[config.mk]
export PLATFORM = sky130hd
export DESIGN_NAME = sdac_ctrl
export DESIGN_NICKNAME = d
export VERILOG_FILES = /design/src/logic/sdac_pkg.sv /design/src/logic/sdac_ctrl.sv
export VERILOG_INCLUDE_DIRS = /design/src /design/src/logic
export SDC_FILE = /design/constraint.sdc
export NUM_CORES = 1
export LEC_CHECK = 0
export BUFFER_PORTS_ARGS = -buffer_cell sky130_fd_sc_hd__buf_4
export CAP_MARGIN = 30
export CORE_MARGIN = 2
export CORE_UTILIZATION = 51
export CTS_CLUSTER_DIAMETER = 120
export CTS_CLUSTER_SIZE = 12
export DETAILED_ROUTE_END_ITERATION = 8
export PLACE_DENSITY = 0.73
export SETUP_SLACK_MARGIN = 0.3
export SLEW_MARGIN = 30
export SYNTH_ARGS = -nofsm -noshare
export SYNTH_HDL_FRONTEND = slang
export SYNTH_SLANG_ARGS = --single-unit
export TNS_END_PERCENT = 5
[constraint.sdc]
create_clock -name i_core_clk -period 2 [get_ports i_core_clk]
set_input_delay 0 -clock i_core_clk [delete_from_list [all_inputs] [get_ports i_core_clk]]
set_output_delay 0 -clock i_core_clk [all_outputs]
set_load 0.05 [all_outputs]
[src/logic/sdac_defs.svh]
// offsets, field positions, reset values and timing counts for the converter control
`ifndef SDAC_DEFS_SVH
`define SDAC_DEFS_SVH
`define SDAC_ADDR_CTL0 4'h0
`define SDAC_ADDR_CTL1 4'h1
`define SDAC_ADDR_DIV 4'h2
`define SDAC_ADDR_RES_LO 4'h3
`define SDAC_ADDR_RES_MID 4'h4
`define SDAC_ADDR_RES_HI 4'h5
`define SDAC_ADDR_CHAN 4'h6
`define SDAC_CTL0_RESET 8'h20
`define SDAC_CTL0_MASK 8'hfd
`define SDAC_CTL1_MASK 8'hfe
`define SDAC_DIV_MASK 8'h1f
`define SDAC_CHAN_MASK 8'hff
`define SDAC_BIT_FRST 7
`define SDAC_BIT_SLEEP 6
`define SDAC_BIT_POFF 5
`define SDAC_BIT_REFSEL 0
`define SDAC_BIT_NBUF 4
`define SDAC_BIT_PBUF 3
`define SDAC_BIT_HOLD 2
`define SDAC_BIT_EOC 1
`define SDAC_BIT_CHOP1 7
`define SDAC_BIT_DIV12 6
`define SDAC_OSR_HI 4
`define SDAC_OSR_LO 2
`define SDAC_DIV_BYPASS 5'h1f
`define SDAC_TEMP_SENSOR_CODE 4'hc
`define SDAC_OSR_MAX_LOG2 14
`define SDAC_DIV_SLOW 5'h1e
`define SDAC_DIV_FAST 5'h0c
`endif

[src/logic/sdac_pkg.sv]
// types shared by the converter control logic
package sdac_pkg;
  typedef enum logic [1:0] {
    SDAC_MODE_DOWN = 2'b00,
    SDAC_MODE_SLEEP = 2'b01,
    SDAC_MODE_NORMAL = 2'b10,
    SDAC_MODE_RESET = 2'b11
  } sdac_mode_t;
  typedef struct packed {
    logic bandgap_on;
    logic regulator_on;
    logic common_mode_on;
    logic gain_amp_on;
    logic modulator_on;
    logic temp_sensor_on;
    logic neg_ref_buffer_on;
    logic pos_ref_buffer_on;
    logic filter_on;
    logic filter_reset;
    logic external_ref;
    logic factor_a_double;
  } sdac_power_t;
  typedef struct packed {
    logic [3:0] addr;
    logic [7:0] wdata;
    logic wr;
    logic rd;
  } sdac_bus_t;
endpackage : sdac_pkg

[src/logic/sdac_ctrl.sv]
// control registers, clock divider, mode decode and result path of the converter
`timescale 1ns/1ps
`include "sdac_defs.svh"
module sdac_ctrl #(
  parameter int DATA_W = 24
) (
  input wire logic i_core_clk,
  input wire logic i_reset,
  input wire sdac_pkg::sdac_bus_t i_bus,
  output logic [7:0] o_rdata,
  input wire logic i_regulator_enable,
  input wire logic [DATA_W-1:0] i_filter_data,
  output sdac_pkg::sdac_mode_t o_mode,
  output sdac_pkg::sdac_power_t o_power,
  output logic o_modulator_clk_en,
  output logic o_conversion_clk_en,
  output logic o_irq_request
);
  import sdac_pkg::*;

  logic [7:0] ctl0_q;
  logic [7:0] ctl1_q;
  logic [7:0] div_q;
  logic [7:0] chan_q;
  logic [DATA_W-1:0] result_q;
  logic [7:0] rdata_q;
  logic [5:0] mclk_cnt_q;
  logic mclk_en_q;
  logic [4:0] ack_cnt_q;
  logic ack_en_q;
  logic [13:0] dec_cnt_q;
  logic conv_done_q;
  logic irq_q;
  logic [4:0] div_code;
  logic [4:0] ack_div;
  logic [13:0] dec_last;
  logic [2:0] osr_code;
  logic frst;
  logic running;
  logic eoc_set;
  logic hold;
  sdac_mode_t mode;
  sdac_power_t pwr;

  assign frst = ctl0_q[`SDAC_BIT_FRST];
  assign hold = ctl1_q[`SDAC_BIT_HOLD];
  assign div_code = div_q[4:0];
  assign osr_code = ctl0_q[`SDAC_OSR_HI:`SDAC_OSR_LO];

  always_comb begin
    if (ctl0_q[`SDAC_BIT_POFF]) begin
      mode = SDAC_MODE_DOWN;
    end else if (ctl0_q[`SDAC_BIT_SLEEP]) begin
      mode = SDAC_MODE_SLEEP;
    end else if (frst) begin
      mode = SDAC_MODE_RESET;
    end else begin
      mode = SDAC_MODE_NORMAL;
    end
  end

  always_comb begin
    logic active;
    logic temp_sel;
    active = (mode == SDAC_MODE_NORMAL) || (mode == SDAC_MODE_RESET);
    temp_sel = (chan_q[7:4] == `SDAC_TEMP_SENSOR_CODE) ||
               (chan_q[3:0] == `SDAC_TEMP_SENSOR_CODE);
    pwr = '0;
    pwr.bandgap_on = (mode != SDAC_MODE_DOWN) || i_regulator_enable;
    pwr.common_mode_on = pwr.bandgap_on;
    pwr.regulator_on = i_regulator_enable;
    pwr.gain_amp_on = (mode != SDAC_MODE_DOWN);
    pwr.modulator_on = active;
    pwr.temp_sensor_on = active && temp_sel;
    pwr.neg_ref_buffer_on = active && ctl1_q[`SDAC_BIT_NBUF];
    pwr.pos_ref_buffer_on = active && ctl1_q[`SDAC_BIT_PBUF];
    pwr.filter_on = (mode != SDAC_MODE_DOWN);
    pwr.filter_reset = (mode == SDAC_MODE_RESET);
    pwr.external_ref = ctl0_q[`SDAC_BIT_REFSEL];
    pwr.factor_a_double = ~ctl1_q[`SDAC_BIT_CHOP1];
  end

  assign running = (mode == SDAC_MODE_NORMAL);

  // conversion clock divide 30 or 12
  assign ack_div = ctl1_q[`SDAC_BIT_DIV12] ? `SDAC_DIV_FAST : `SDAC_DIV_SLOW;

  assign dec_last = 14'((32'd1 << (`SDAC_OSR_MAX_LOG2 - 32'(osr_code))) - 32'd1);

  always_ff @(posedge i_core_clk) begin
    if (i_reset) begin
      mclk_cnt_q <= '0;
      mclk_en_q <= 1'b0;
    end else if (div_code == `SDAC_DIV_BYPASS) begin
      mclk_cnt_q <= '0;
      mclk_en_q <= 1'b1;
    end else if (mclk_cnt_q >= 6'(({1'b0, div_code} << 1) + 6'd1)) begin
      // six bits: code 30 needs a count of 61
      mclk_cnt_q <= '0;
      mclk_en_q <= 1'b1;
    end else begin
      mclk_cnt_q <= mclk_cnt_q + 6'd1;
      mclk_en_q <= 1'b0;
    end
  end

  always_ff @(posedge i_core_clk) begin
    if (i_reset) begin
      ack_cnt_q <= '0;
      ack_en_q <= 1'b0;
    end else if (!mclk_en_q) begin
      ack_en_q <= 1'b0;
    end else if (ack_cnt_q >= ack_div - 5'd1) begin
      ack_cnt_q <= '0;
      ack_en_q <= 1'b1;
    end else begin
      ack_cnt_q <= ack_cnt_q + 5'd1;
      ack_en_q <= 1'b0;
    end
  end

  // decimation counter, cleared by filter reset
  always_ff @(posedge i_core_clk) begin
    if (i_reset) begin
      dec_cnt_q <= '0;
      conv_done_q <= 1'b0;
    end else if (!running) begin
      dec_cnt_q <= '0;
      conv_done_q <= 1'b0;
    end else if (ack_en_q) begin
      conv_done_q <= (dec_cnt_q >= dec_last);
      dec_cnt_q <= (dec_cnt_q >= dec_last) ? 14'd0 : dec_cnt_q + 14'd1;
    end else begin
      conv_done_q <= 1'b0;
    end
  end

  assign eoc_set = conv_done_q && !hold;

  always_ff @(posedge i_core_clk) begin
    if (i_reset) begin
      result_q <= '0;
    end else if (eoc_set) begin
      result_q <= i_filter_data;
    end
  end

  always_ff @(posedge i_core_clk) begin
    if (i_reset) begin
      ctl0_q <= `SDAC_CTL0_RESET;
      div_q <= '0;
      chan_q <= '0;
    end else if (i_bus.wr) begin
      if (i_bus.addr == `SDAC_ADDR_CTL0) ctl0_q <= i_bus.wdata & `SDAC_CTL0_MASK;
      if (i_bus.addr == `SDAC_ADDR_DIV) div_q <= i_bus.wdata & `SDAC_DIV_MASK;
      if (i_bus.addr == `SDAC_ADDR_CHAN) chan_q <= i_bus.wdata & `SDAC_CHAN_MASK;
    end
  end

  // end flag: hardware set beats software write
  always_ff @(posedge i_core_clk) begin
    if (i_reset) begin
      ctl1_q <= '0;
    end else begin
      if (i_bus.wr && i_bus.addr == `SDAC_ADDR_CTL1) begin
        ctl1_q <= i_bus.wdata & `SDAC_CTL1_MASK;
      end
      if (eoc_set) begin
        ctl1_q[`SDAC_BIT_EOC] <= 1'b1;
      end
    end
  end

  // interrupt request pulse on end flag set
  always_ff @(posedge i_core_clk) begin
    if (i_reset) begin
      irq_q <= 1'b0;
    end else begin
      irq_q <= eoc_set;
    end
  end

  always_ff @(posedge i_core_clk) begin
    if (i_reset) begin
      rdata_q <= '0;
    end else if (i_bus.rd) begin
      case (i_bus.addr)
        `SDAC_ADDR_CTL0: rdata_q <= ctl0_q;
        `SDAC_ADDR_CTL1: rdata_q <= ctl1_q;
        `SDAC_ADDR_DIV: rdata_q <= div_q;
        `SDAC_ADDR_RES_LO: rdata_q <= result_q[7:0];
        `SDAC_ADDR_RES_MID: rdata_q <= result_q[15:8];
        `SDAC_ADDR_RES_HI: rdata_q <= result_q[23:16];
        `SDAC_ADDR_CHAN: rdata_q <= chan_q;
        default: rdata_q <= '0;
      endcase
    end else begin
      rdata_q <= '0;
    end
  end

  assign o_rdata = rdata_q;
  assign o_mode = mode;
  assign o_power = pwr;
  assign o_modulator_clk_en = mclk_en_q;
  assign o_conversion_clk_en = ack_en_q;
  assign o_irq_request = irq_q;

  chk_power_off_wins: assert property (
    @(posedge i_core_clk) disable iff (i_reset)
    ctl0_q[`SDAC_BIT_POFF] |-> (o_mode == SDAC_MODE_DOWN) && !o_power.modulator_on)
    else $error("power-off did not force power-down");
  chk_sleep_mode_off: assert property (
    @(posedge i_core_clk) disable iff (i_reset)
    o_mode == SDAC_MODE_SLEEP |-> o_power.gain_amp_on && o_power.bandgap_on
      && !o_power.modulator_on && !o_power.temp_sensor_on)
    else $error("sleep mode enables wrong");
  chk_filter_reset_hold: assert property (
    @(posedge i_core_clk) disable iff (i_reset)
    frst |=> !conv_done_q)
    else $error("conversion ended during filter reset");
  chk_eoc_sticky: assert property (
    @(posedge i_core_clk) disable iff (i_reset)
    ctl1_q[`SDAC_BIT_EOC] && !(i_bus.wr && i_bus.addr == `SDAC_ADDR_CTL1)
      |=> ctl1_q[`SDAC_BIT_EOC])
    else $error("end flag cleared by hardware");
  chk_hold_no_irq: assert property (
    @(posedge i_core_clk) disable iff (i_reset)
    hold && $stable(hold) |=> !o_irq_request)
    else $error("interrupt while result held");
  chk_hold_result: assert property (
    @(posedge i_core_clk) disable iff (i_reset)
    hold |=> $stable(result_q))
    else $error("result changed while held");
  chk_reserved_zero: assert property (
    @(posedge i_core_clk) disable iff (i_reset)
    !ctl0_q[1] && !ctl1_q[0] && (div_q[7:5] == 3'h0))
    else $error("reserved bit set");
  chk_irq_follows_eoc: assert property (
    @(posedge i_core_clk) disable iff (i_reset)
    eoc_set |=> o_irq_request && ctl1_q[`SDAC_BIT_EOC])
    else $error("end flag set without interrupt request");
  chk_temp_mode: assert property (
    @(posedge i_core_clk) disable iff (i_reset)
    o_power.temp_sensor_on |-> o_mode inside {SDAC_MODE_NORMAL, SDAC_MODE_RESET})
    else $error("temperature sensor on outside active modes");
  chk_bypass_clock: assert property (
    @(posedge i_core_clk) disable iff (i_reset)
    (div_code == `SDAC_DIV_BYPASS) [*2] |-> o_modulator_clk_en)
    else $error("bypass code did not pass system clock");
  cov_conversion: cover property (@(posedge i_core_clk) eoc_set);
  cov_sleep: cover property (@(posedge i_core_clk) o_mode == SDAC_MODE_SLEEP);
  cov_held: cover property (@(posedge i_core_clk) hold && conv_done_q);
  cov_reset_mode: cover property (@(posedge i_core_clk) o_mode == SDAC_MODE_RESET);
  cov_down_regulated: cover property (@(posedge i_core_clk)
    o_mode == SDAC_MODE_DOWN && i_regulator_enable);

  chk_sleep_decode: assert property (
    @(posedge i_core_clk) disable iff (i_reset)
    !ctl0_q[`SDAC_BIT_POFF] && ctl0_q[`SDAC_BIT_SLEEP] |-> o_mode == SDAC_MODE_SLEEP)
    else $error("sleep control did not give sleep mode");

  chk_normal_decode: assert property (
    @(posedge i_core_clk) disable iff (i_reset)
    !ctl0_q[`SDAC_BIT_POFF] && !ctl0_q[`SDAC_BIT_SLEEP] && !frst
      |-> o_mode == SDAC_MODE_NORMAL)
    else $error("clear controls did not give normal mode");

  chk_reset_filter: assert property (
    @(posedge i_core_clk) disable iff (i_reset)
    o_mode == SDAC_MODE_RESET |-> o_power.filter_reset && o_power.modulator_on)
    else $error("reset mode did not reset the filter");

  chk_sleep_filter_on: assert property (
    @(posedge i_core_clk) disable iff (i_reset)
    o_mode == SDAC_MODE_SLEEP |-> o_power.filter_on && !o_power.filter_reset)
    else $error("filter not kept on in sleep");

  chk_down_supplies: assert property (
    @(posedge i_core_clk) disable iff (i_reset)
    o_mode == SDAC_MODE_DOWN && !i_regulator_enable
      |-> !o_power.bandgap_on && !o_power.regulator_on && !o_power.common_mode_on)
    else $error("supplies left on in unregulated power-down");

  chk_down_regulated: assert property (
    @(posedge i_core_clk) disable iff (i_reset)
    o_mode == SDAC_MODE_DOWN && i_regulator_enable
      |-> o_power.bandgap_on && o_power.common_mode_on && !o_power.gain_amp_on)
    else $error("regulated power-down supplies wrong");

  chk_regulator_follow: assert property (
    @(posedge i_core_clk) disable iff (i_reset)
    o_power.regulator_on == i_regulator_enable)
    else $error("regulator enable not followed");

  chk_ref_pair: assert property (
    @(posedge i_core_clk) disable iff (i_reset)
    o_power.external_ref == ctl0_q[`SDAC_BIT_REFSEL])
    else $error("reference pair select not followed");

  chk_buffer_bypass: assert property (
    @(posedge i_core_clk) disable iff (i_reset)
    !ctl1_q[`SDAC_BIT_NBUF] || !ctl1_q[`SDAC_BIT_PBUF]
      |-> !(o_power.neg_ref_buffer_on && o_power.pos_ref_buffer_on))
    else $error("buffer engaged while its enable is clear");

  chk_double_sel: assert property (
    @(posedge i_core_clk) disable iff (i_reset)
    o_power.factor_a_double != ctl1_q[`SDAC_BIT_CHOP1])
    else $error("doubling does not follow factor_a factor");

  chk_result_update: assert property (
    @(posedge i_core_clk) disable iff (i_reset)
    eoc_set |=> result_q == $past(i_filter_data))
    else $error("result not overwritten by new conversion");

  chk_mod_spacing: assert property (
    @(posedge i_core_clk) disable iff (i_reset)
    o_modulator_clk_en && (div_code != `SDAC_DIV_BYPASS) && $stable(div_code)
      |=> !o_modulator_clk_en)
    else $error("divided modulator clock pulses too close");

  chk_conv_gated: assert property (
    @(posedge i_core_clk) disable iff (i_reset)
    o_conversion_clk_en |-> $past(o_modulator_clk_en))
    else $error("conversion clock without modulator clock");

  chk_done_on_tick: assert property (
    @(posedge i_core_clk) disable iff (i_reset)
    conv_done_q |-> $past(o_conversion_clk_en) && $past(running))
    else $error("conversion ended off a conversion clock");

  chk_rdata_idle: assert property (
    @(posedge i_core_clk) disable iff (i_reset)
    !$past(i_bus.rd) |-> o_rdata == 8'h00)
    else $error("read data outside read answer cycle");
endmodule : sdac_ctrl

---- Yosys cells after proc, flatten, opt, wreduce, memory -nomap -nowiden ----
Index checks and enable logic that the tools add are counted.
Widths: inputs -> output; s select.
storage, ports and cells
  logic and storage cells ................. 73
  RAM bits ................................ 0
  bits in read-only memories .............. 0
  memories ................................ 0
  latch bits .............................. 0
  output and inout bits ................... 25
  bits in registers ....................... 88
cells by class
  eq/ne operators ......................... 11
  muxes and demuxes ....................... 12
  reductions and logical operators ........ 20
  bitwise operators ....................... 5
  $mul .................................... 0
  add/sub/neg operators ................... 7
  shifts and indexed selects .............. 1
  $lt $le $gt $ge ......................... 3
  div/mod/pow operators ................... 0
operator list
  kind                   count
  $pmux 8 s7             1
  $shl 1x32->14 const A  1
  $add 14x1->14 const B  1
  $ge 14x14->1           1
  $mux 14                1
  $sub 14x1->14 const B  1
  $add 6x1->6 const B    2
  $eq 4x3->1 const B     3
  $mux 5                 2
  $eq 4x2->1 const B     2
  $eq 4x4->1 const B     2
  $ge 6x6->1             1
  $mux 2                 3
  $reduce_and 2->1       3
  $reduce_or 2->1        3
  $reduce_or 3->1        2
  $add 5x1->5 const B    1
  $eq 5x5->1 const B     1
  $ge 5x5->1             1
  $logic_and 1x1->1      5
  $mux 1                 5
  $not 1->1              5
  $sub 4x3->5 const A    1
  $sub 5x1->5 const B    1
  6 further kinds        10

---- Logic depth before layout (Yosys ltp) ----
Gate-level depths: netlist of the first run.
  word-level depth ........................ 6
  depth in mapped cells ................... 8

---- Least setup slack after synthesis of the first run ----
No wires, ideal clock.
  path kind ............................... register to register
  start point ............................. register ctl0_q[2]
  end point ............................... register dec_cnt_q[11]
  period minus slack after synthesis ...... 1977 ps
  path buffers ............................ 1
  stages on the path, launching flop included .. 9
  setup slack ............................. 23 ps
  library setup time ...................... 115 ps
  arrival ................................. 1863 ps
  cells stage by stage .................... dfxtp_1 -> or3_1 -> ha_1 -> nand2_1 -> nor4_1 -> a221oi_2 -> o21bai_2 -> buf_6 -> nor2_1
between the ends
  longest elaborated chain between the ends .. 5
ends and longest elaborated chain
  what                          RTL line          text
  from (decl)                   sdac_ctrl.sv:21   logic [7:0] ctl0_q;
  from (signal assigned)        sdac_ctrl.sv:150  ctl0_q <= `SDAC_CTL0_RESET;
  from (signal assigned)        sdac_ctrl.sv:154  if (i_bus.addr == `SDAC_ADDR_CTL0) ctl0_q <= i_bus.wdata & `SDAC_CTL0_MASK;
  $sub 4x3->5 (no source line)  -
  $shl 1x32->14                 sdac_ctrl.sv:88   assign dec_last = 14'((32'd1 << (`SDAC_OSR_MAX_LOG2 - 32'(osr_code))) - 32'd1);
  $sub 14x1->14                 sdac_ctrl.sv:88
  $ge 14x14->1                  sdac_ctrl.sv:132  dec_cnt_q <= (dec_cnt_q >= dec_last) ? 14'd0 : dec_cnt_q + 14'd1;
  $mux 14                       sdac_ctrl.sv:132
  to (signal assigned)          sdac_ctrl.sv:132
  to (decl)                     sdac_ctrl.sv:31   logic [13:0] dec_cnt_q;
Every way passes these cells.
A chain may end at the register's enable or synchronous reset.

---- Worst setup path after layout of the first run ----
  start point ............................. register ctl0_q[4]
  end point ............................... register dec_cnt_q[11]
The elaborated chain is that of the path after synthesis.

==> summary.md, run 1 <==
| Metric | Value |
|---|---|
| EDFF count, synth | 0 |
| Io pins | 66 |
| Setup crit end kind | register |
| Crit. Startpoint | ctl0_q[4]$_SDFFE_PP0P_ |
| Reg2reg start | ctl0_q[4]$_SDFFE_PP0P_ |
| Critical Path Source Type | register |
| Starting Density | 0.532 |
| Clock Latency Late Sink | 0.36 ns |
| Final worst path period need | 2.05 ns |
| First-pass GRT wire length | 16900 um |
| Hold Crit Class | in -> reg |
| Total CTS buffers | 9 |
| Post-synthesis cell type count | 48 |
| Area Growth Syn to Fin | 32.3% |
| Static leakage | 2.29 nW |
| #FFs+latches synth | 88 |
| Async S/R FF share, synth | 0 |
| Failing checks | negative setup slack |
| Reg2Reg Capture Point | dec_cnt_q[11]$_SDFFE_PP0P_ |
| Final number of hold-violating endpoints | 0 |
| Outcome | complete, but fails checks |
| Crit Path Category | reg -> reg |
| Max Clk Rate | 0.488 GHz |
| # DRC | 0 |
| Cells after Synth | 479 |
| Max-slew violations | 0 |
| Final setup fails | 8 |
| Inserted Diodes | 0 |
| Rel. slew slack | 0.539 |
| Initial antenna violation count | 0 |
| Vias | 3702 |
| Commonest cells in the synthesized netlist | dfxtp_1, nor2_1, nand2_1 |
| Via density | around 5.4 |
| FP Rows | 32 |
| Area of placed instances | 4740 sq um |
| GP Congestion | between 0.8 and 0.9 |
| CP Data Required Time | 2.24 ns |
| Top-area cell type share of the netlist area | 0.424 |
| GRT Overall Usage | 0.242 |
| Synth Area per Inst | 8.68 sq um |
| Seq/Total Area, Yosys | 0.424 |
| Max_cap viols | 0 |
| Reg clk slew, reported paths | 0.09 ns |
| Crit Path Max Fanout | 5 |
| Layout fillers | 619 |
| Power density over cell area | 658 nW/um^2 |
| Ys flop type | dfxtp_1 |
| I/O Buffers | 65 |
| DIE AREA | ~8900 sq um |
| Hold slack | 0.130 ns |
| WP data arrival | 2.29 ns |
| Syn. warnings | 0 |
| First DRT Iteration DRCs | 133 |
| Sink Count | 88 |
| Routed wire length | 10700 um |
| Die Y | 94.3 um |
| Yosys top cell by area | dfxtp_1 |
| Detailed-router iteration count before antenna repair | 4 |
| Clock Tree Buf Depth | 2 |
| Final #Nets | 643 |
| Antenna-violating nets left | 0 |
| Setup TNS | -0.200 ns |
| Finished layout cell area | between 5000 and 6000 sq um |
| Critical path destination | dec_cnt_q[11]$_SDFFE_PP0P_ |
| Flop-to-flop setup slack | -0.05 ns |
| Clock Skews | between 0.015 and 0.02 ns |
| Number of global-route vias before repair | 3592 |
| CTS tree | yes |
| HPWL Detailed | around 7000 um |
| Core region area | ~7800 sq um |
| Tcrit/Tclk final | 1.03 |
| Final WS setup | -0.0509 ns |
| Most frequent cell after synthesis | dfxtp_1 |
| Worst Max-Slew Pin Slew | 0.691 ns |
| R2R cell count | 9 |
| CTS H-Tree Depth | 3 |
| VDD IR-drop max | between 400 and 500 uV |
| Synth top area cells | dfxtp_1, mux2i_1, ha_1, nor2_1, nand2_1 |
| Unrepaired setup endpoints after global routing | yes |
| Syn Std Cell Area | 4160 sq um |
| Die width | 94.3 um |
| GRT overflow | 0 |
| Fraction of layout cells with a size suffix above 1 | 0.234 |
| Clock root buffer | clkbuf_8 |
| Largest net degree at the start of global routing | 64 |
| Wire length per cell | 15.6 um |
-- layout make-up --
cell class	count	area, sq um	area share
well taps	102	128	0.0232
repair buffers	113	937	0.170
flip-flops and latches	88	1780	0.323
multi-input cells	357	2430	0.442
clock inverters	6	45.0	0.00819
clock buffers	10	138	0.0250
inverters	11	43.8	0.00796
-- how the worst min path moves through the flow --
stage | to | slack [ns] | cells after the start | startpoint
2_1_floorplan | result_q[20]$_SDFFE_PP0P_ | 0.14 | 2 | i_filter_data[20]
3_3_place_gp | result_q[16]$_SDFFE_PP0P_ | 0.25 | 3 | i_filter_data[16]
3_5_place_dp | result_q[5]$_SDFFE_PP0P_ | 0.26 | 3 | i_filter_data[5]
4_1_cts | o_rdata[6]$_SDFF_PP0_ | 0.11 | 3 | i_bus[11]
5_1_grt | o_rdata[7]$_SDFF_PP0_ | 0.18 | 3 | i_bus[0]
6_report | o_rdata[6]$_SDFF_PP0_ | 0.13 | 3 | i_bus[11]
-- registers in the layout, indices dropped and copies added (netlist names) --
signal	cells
ack_cnt_q	5
chan_q	8
conv_done_q	1
ctl0_q	7
ctl1_q	7
dec_cnt_q	14
div_q	5
mclk_cnt_q	6
o_conversion_clk_en	1
o_irq_request	1
o_modulator_clk_en	1
o_rdata	8
result_q	24
-- report_power, final --
| part | switching [W] | internal, W | total (W) |
|---|---|---|---|
| Sequential | 0.0000730 | 0.00180 | 0.00188 |
| Clock | 0.000662 | 0.000488 | 0.00115 |
| Combinational | 0.000301 | 0.000292 | 0.000594 |
-- placed cells by master (no fill, tap or decap), types with 11 or more instances in the layout --
cell type / n
a21oi_1: 34
buf_4: 78
dfxtp_1: 81
dlygate4sd3_1: 34
ha_1: 17
mux2i_1: 37
nand2_1: 64
nand3_1: 13
nor2_1: 69
xor2_1: 11
-- logic make-up (layout without fill, tap and decap cells) --
kind of cell	count (synthesis)	after routing	synth area share
AOI/OAI and AO/OA	70	71	0.106
xor gates and xnor gates	19	19	0.0400
adders and majority gates	22	22	0.0662
buffers and inverters	37	140	0.0421
DFF	88	88	0.424
muxes	41	41	0.105
other	1	3	0.000902
and+or+nand+nor	201	201	0.216
-- critical path: stages (launching register included) --
cell and delay, ns:
dfxtp_4 0.36, buf_4 0.14, and3_4 0.17, ha_1 0.30, nand2_2 0.08, nor4_4 0.33
a221oi_4 0.15, buf_4 0.17, o21bai_4 0.17, nor2_1 0.07
-- stage by stage --
step           setup slack (ns)  power [W]  instances   util
6_report                -0.0509    0.00362        687  0.704
5_1_grt                  -0.122    0.00379        687  0.704
4_1_cts                 -0.0381    0.00356        684  0.679
3_5_place_dp             -0.192    0.00237        634  0.607
3_3_place_gp            -0.0863    0.00235        634  0.607
2_1_floorplan            0.0753    0.00221        481      -
-- metal layers --
layer	share of wire	up-vias	global-route usage	wire, um
met5	0	-	0	0
met4	0.019	0	0.0797	204
met3	0.034	18	0.0369	367
met2	0.50	92	0.410	5380
met1	0.44	1756	0.314	4760
li1	-	1836	-	-
-- repair_timing --
item                       CTS  global route
setup endpoints to repair   22            27
hold buffers                34             0
cloned                       0             1
buffers inserted             0             2
hold endpoints to repair    54             0
pin swaps                   20            20
gates resized for setup     12            32
Note: power is estimated with default switching activity, not from simulation.
==> run 2: changes to the inputs <==
--- a/config.mk
+++ b/config.mk
@@ -14,6 +14,7 @@
 export CTS_CLUSTER_SIZE = 12
 export DETAILED_ROUTE_END_ITERATION = 8
 export PLACE_DENSITY = 0.73
+export RECOVER_POWER = 25
 export SETUP_SLACK_MARGIN = 0.3
 export SLEW_MARGIN = 30
 export SYNTH_ARGS = -nofsm -noshare
==> run 2 against run 1 <==
  * The flow still finishes with violations (negative setup slack)
  * Combinational power about the same
  * Sequential cell count unchanged
  * Die area unchanged
  * Core utilization down 0.63 points
  * Global-route usage unchanged
  * Worst hold slack better by 0.0058 ns
  * Clock power about the same
  * Non-clock buffer count unchanged
  * Clock skew up 0.00070 ns
  * Count of clock-buffer cells in the layout unchanged
  * Routed wire length up 0.26%
  * Via count up 0.30%
==> summary.md, run 2 (synthesis results as in run 1) <==
| Metric | Value |
|---|---|
| Max incr delay on CP | 0.36 ns (about the same) |
| Detailed-router iteration count before antenna repair | 4 (unchanged) |
| WP data arrival | 2.29 ns (about the same) |
| Inserted Diodes | 0 (unchanged) |
| HPWL Detailed | 7000 um (unchanged) |
| Wire length per cell | 15.6 um (about the same) |
| Setup crit end kind | register (unchanged) |
| Reg clk slew, reported paths | 0.09 ns (about the same) |
| Sink Count | 88 (unchanged) |
| WHS Path Cells | 3 (unchanged) |
| Layout fillers | 624 (was 619) |
| Antenna-violating nets left | 0 (unchanged) |
| Biggest register | result_q (unchanged) |
| Clock Skews | 0.0160 ns (was 0.0153 ns) |
| Tcrit/Tclk final | 1.03 (about the same) |
| Critical Path Slowest Stage Cell | dfxtp_4 (unchanged) |
| Final #Nets | 643 (unchanged) |
| Clock Tree Buf Depth | 2 (unchanged) |
| GP Congestion | 0.898 (unchanged) |
| Total CTS buffers | 9 (unchanged) |
| Commonest non-fill, non-tap cell in the layout | dfxtp_1 (unchanged) |
| Top cell by count, worst path | buf_4 (unchanged) |
| Routed wire length | 10700 um (about the same) |
| # DRC | 0 (unchanged) |
| Fraction of layout cells with a size suffix above 1 | 0.212 (was 0.234) |
| CTS H-Tree Depth | 3 (unchanged) |
| Critical Path Source Type | register (unchanged) |
| Hold Crit Class | in -> reg (unchanged) |
| Core region area | 7810 sq um (unchanged) |
| Max Clk Rate | 0.487 GHz (was 0.488 GHz) |
| Outcome | complete, but fails checks (unchanged) |
| VDD IR-drop max | 437 uV (about the same) |
| Failing checks | negative setup slack (unchanged) |
| Finished layout cell area | 5450 sq um (was 5500 sq um) |
| Rel. slew slack | 0.268 (was 0.539) |
| Die width | 94.3 um (unchanged) |
| Total Power | 0.00362 W (about the same) |
| Clock Latency Late Sink | 0.36 ns (about the same) |
| DIE AREA | 8890 sq um (unchanged) |
| Reg2reg start | ctl0_q[4]$_SDFFE_PP0P_ (unchanged) |
| Hold_sp | i_bus[11] (unchanged) |
| Largest net degree at the start of global routing | 64 (unchanged) |
| I/O Buffers | 65 (unchanged) |
| CTS tree | yes (unchanged) |
| Max reg flops | 24 (unchanged) |
| Power density over cell area | 664 nW/um^2 (was 658 nW/um^2) |
| Io pins | 66 (unchanged) |
| FP Rows | 32 (unchanged) |
| Die Y | 94.3 um (unchanged) |
| Worst Max-Slew Pin Slew | 1.10 ns (was 0.691 ns) |
| Area Growth Syn to Fin | 31.1% (was 32.3%) |
| Starting Density | 0.532 (unchanged) |
| GRT overflow | 0 (unchanged) |
| Final core occ | 0.698 (was 0.704) |
| CP Data Required Time | 2.24 ns (about the same) |
| First DRT Iteration DRCs | 153 (was 133) |
| Final number of hold-violating endpoints | 0 (unchanged) |
| Max_cap viols | 0 (unchanged) |
| Static leakage | 2.24 nW (was 2.29 nW) |
| GRT Overall Usage | 0.242 (unchanged) |
| Final worst path period need | 2.05 ns (about the same) |
| Crit Path Max Fanout | 5 (unchanged) |
| Final WS setup | -0.0517 ns (was -0.0509 ns) |
| Setup TNS | -0.233 ns (was -0.200 ns) |
| Clock root buffer | clkbuf_8 (unchanged) |
| Crit. Startpoint | ctl0_q[4]$_SDFFE_PP0P_ (unchanged) |
| Max-slew violations | 0 (unchanged) |
| Crit Path Category | reg -> reg (unchanged) |
| Number of global-route vias before repair | 3592 (unchanged) |
| Unrepaired setup endpoints after global routing | yes (unchanged) |
| Area of placed instances | 4740 sq um (unchanged) |
| CP cell instances | buf_4 -> and3_4 -> ha_1 -> nand2_2 -> nor4_4 -> a221oi_4 -> buf_4 -> o21bai_4 -> nor2_1 (unchanged) |
| Vias | 3713 (was 3702) |
| First-pass GRT wire length | 16900 um (unchanged) |
| R2R cell count | 9 (unchanged) |
| Initial antenna violation count | 0 (unchanged) |
| Biggest regs | result_q x24, dec_cnt_q x14 (unchanged) |
| Via density | 5.40 (was 5.39) |
| Final setup fails | 8 (unchanged) |
| Most frequent cells in the layout | dfxtp_1, nor2_1, buf_4, nand2_1, mux2i_1 (was dfxtp_1, buf_4, nor2_1, nand2_1, mux2i_1) |
==> run 2: cell count changes in the layout (fill, tap and decap cells not counted), sizes merged <==
| cell | delta |
|---|---|
| clkbuf | +13 |
| buf | -13 |
==> run 2: power breakdown <==
group | total, W | switching [W] | internal, W | leakage, nW
Sequential | 0.00188 | 0.0000729 | 0.00180 | 0.714
Clock | 0.00115 | 0.000663 | 0.000488 | 0.0845
Combinational | 0.000591 | 0.000301 | 0.000290 | 1.44
==> run 2: layout make-up <==
type	instances	area, sq um	area share
multi-input combinational	357	2430	0.446
sequential	88	1780	0.326
timing repair buffer	113	888	0.163
clock buffer	10	138	0.0253
tap	102	128	0.0234
clock inverter	6	45.0	0.00826
inverter	11	43.8	0.00803
==> run 2: layer usage <==
metal  routed length [um]  vias up  GRT usage
met5                    0        -          0
met2                 5370       98      0.410
met1                 4770     1760      0.314
met3                  397       18     0.0369
met4                  210        0     0.0797
li1                     -     1837          -
==> run 2: path summary, 6_finish.rpt <==
check | end | slack [ns]
setup / recovery | dec_cnt_q[11]$_SDFFE_PP0P_ | -0.05
hold / removal | o_rdata[6]$_SDFF_PP0_ | 0.14
setup reg to reg | dec_cnt_q[11]$_SDFFE_PP0P_ | -0.05
hold reg to reg | result_q[4]$_SDFFE_PP0P_ | 0.46
==> run 2: per-stage QoR <==
| stage | hold WS, ns | instances | setup WS (ns) |
|---|---|---|---|
| 6_report | 0.136 | 687 | -0.0517 |
| 5_1_grt | 0.178 | 687 | -0.122 |
| 2_1_floorplan | 0.136 | 481 | 0.0753 |
| 3_3_place_gp | 0.249 | 634 | -0.0863 |
| 4_1_cts | 0.114 | 684 | -0.0381 |
| 3_5_place_dp | 0.256 | 634 | -0.192 |
==> run 2: worst max-delay path: cells and delay by family, from the launching register on <==
| kind | cells | cell delay (ns) |
|---|---|---|
| AOI/OAI and AO/OA | 2 | 0.32 |
| adders and majority gates | 1 | 0.30 |
| buffers and inverters | 2 | 0.31 |
| DFF | 1 | 0.36 |
| and+or+nand+nor | 4 | 0.65 |
==> run 2: repair_timing <==
action,4_1_cts,5_1_grt
setup endpoints to repair,22,27
hold endpoints to repair,54,0
buffers inserted,0,2
pin swaps,20,20
hold buffers,34,0
resized for setup,12,32
cloned,0,1
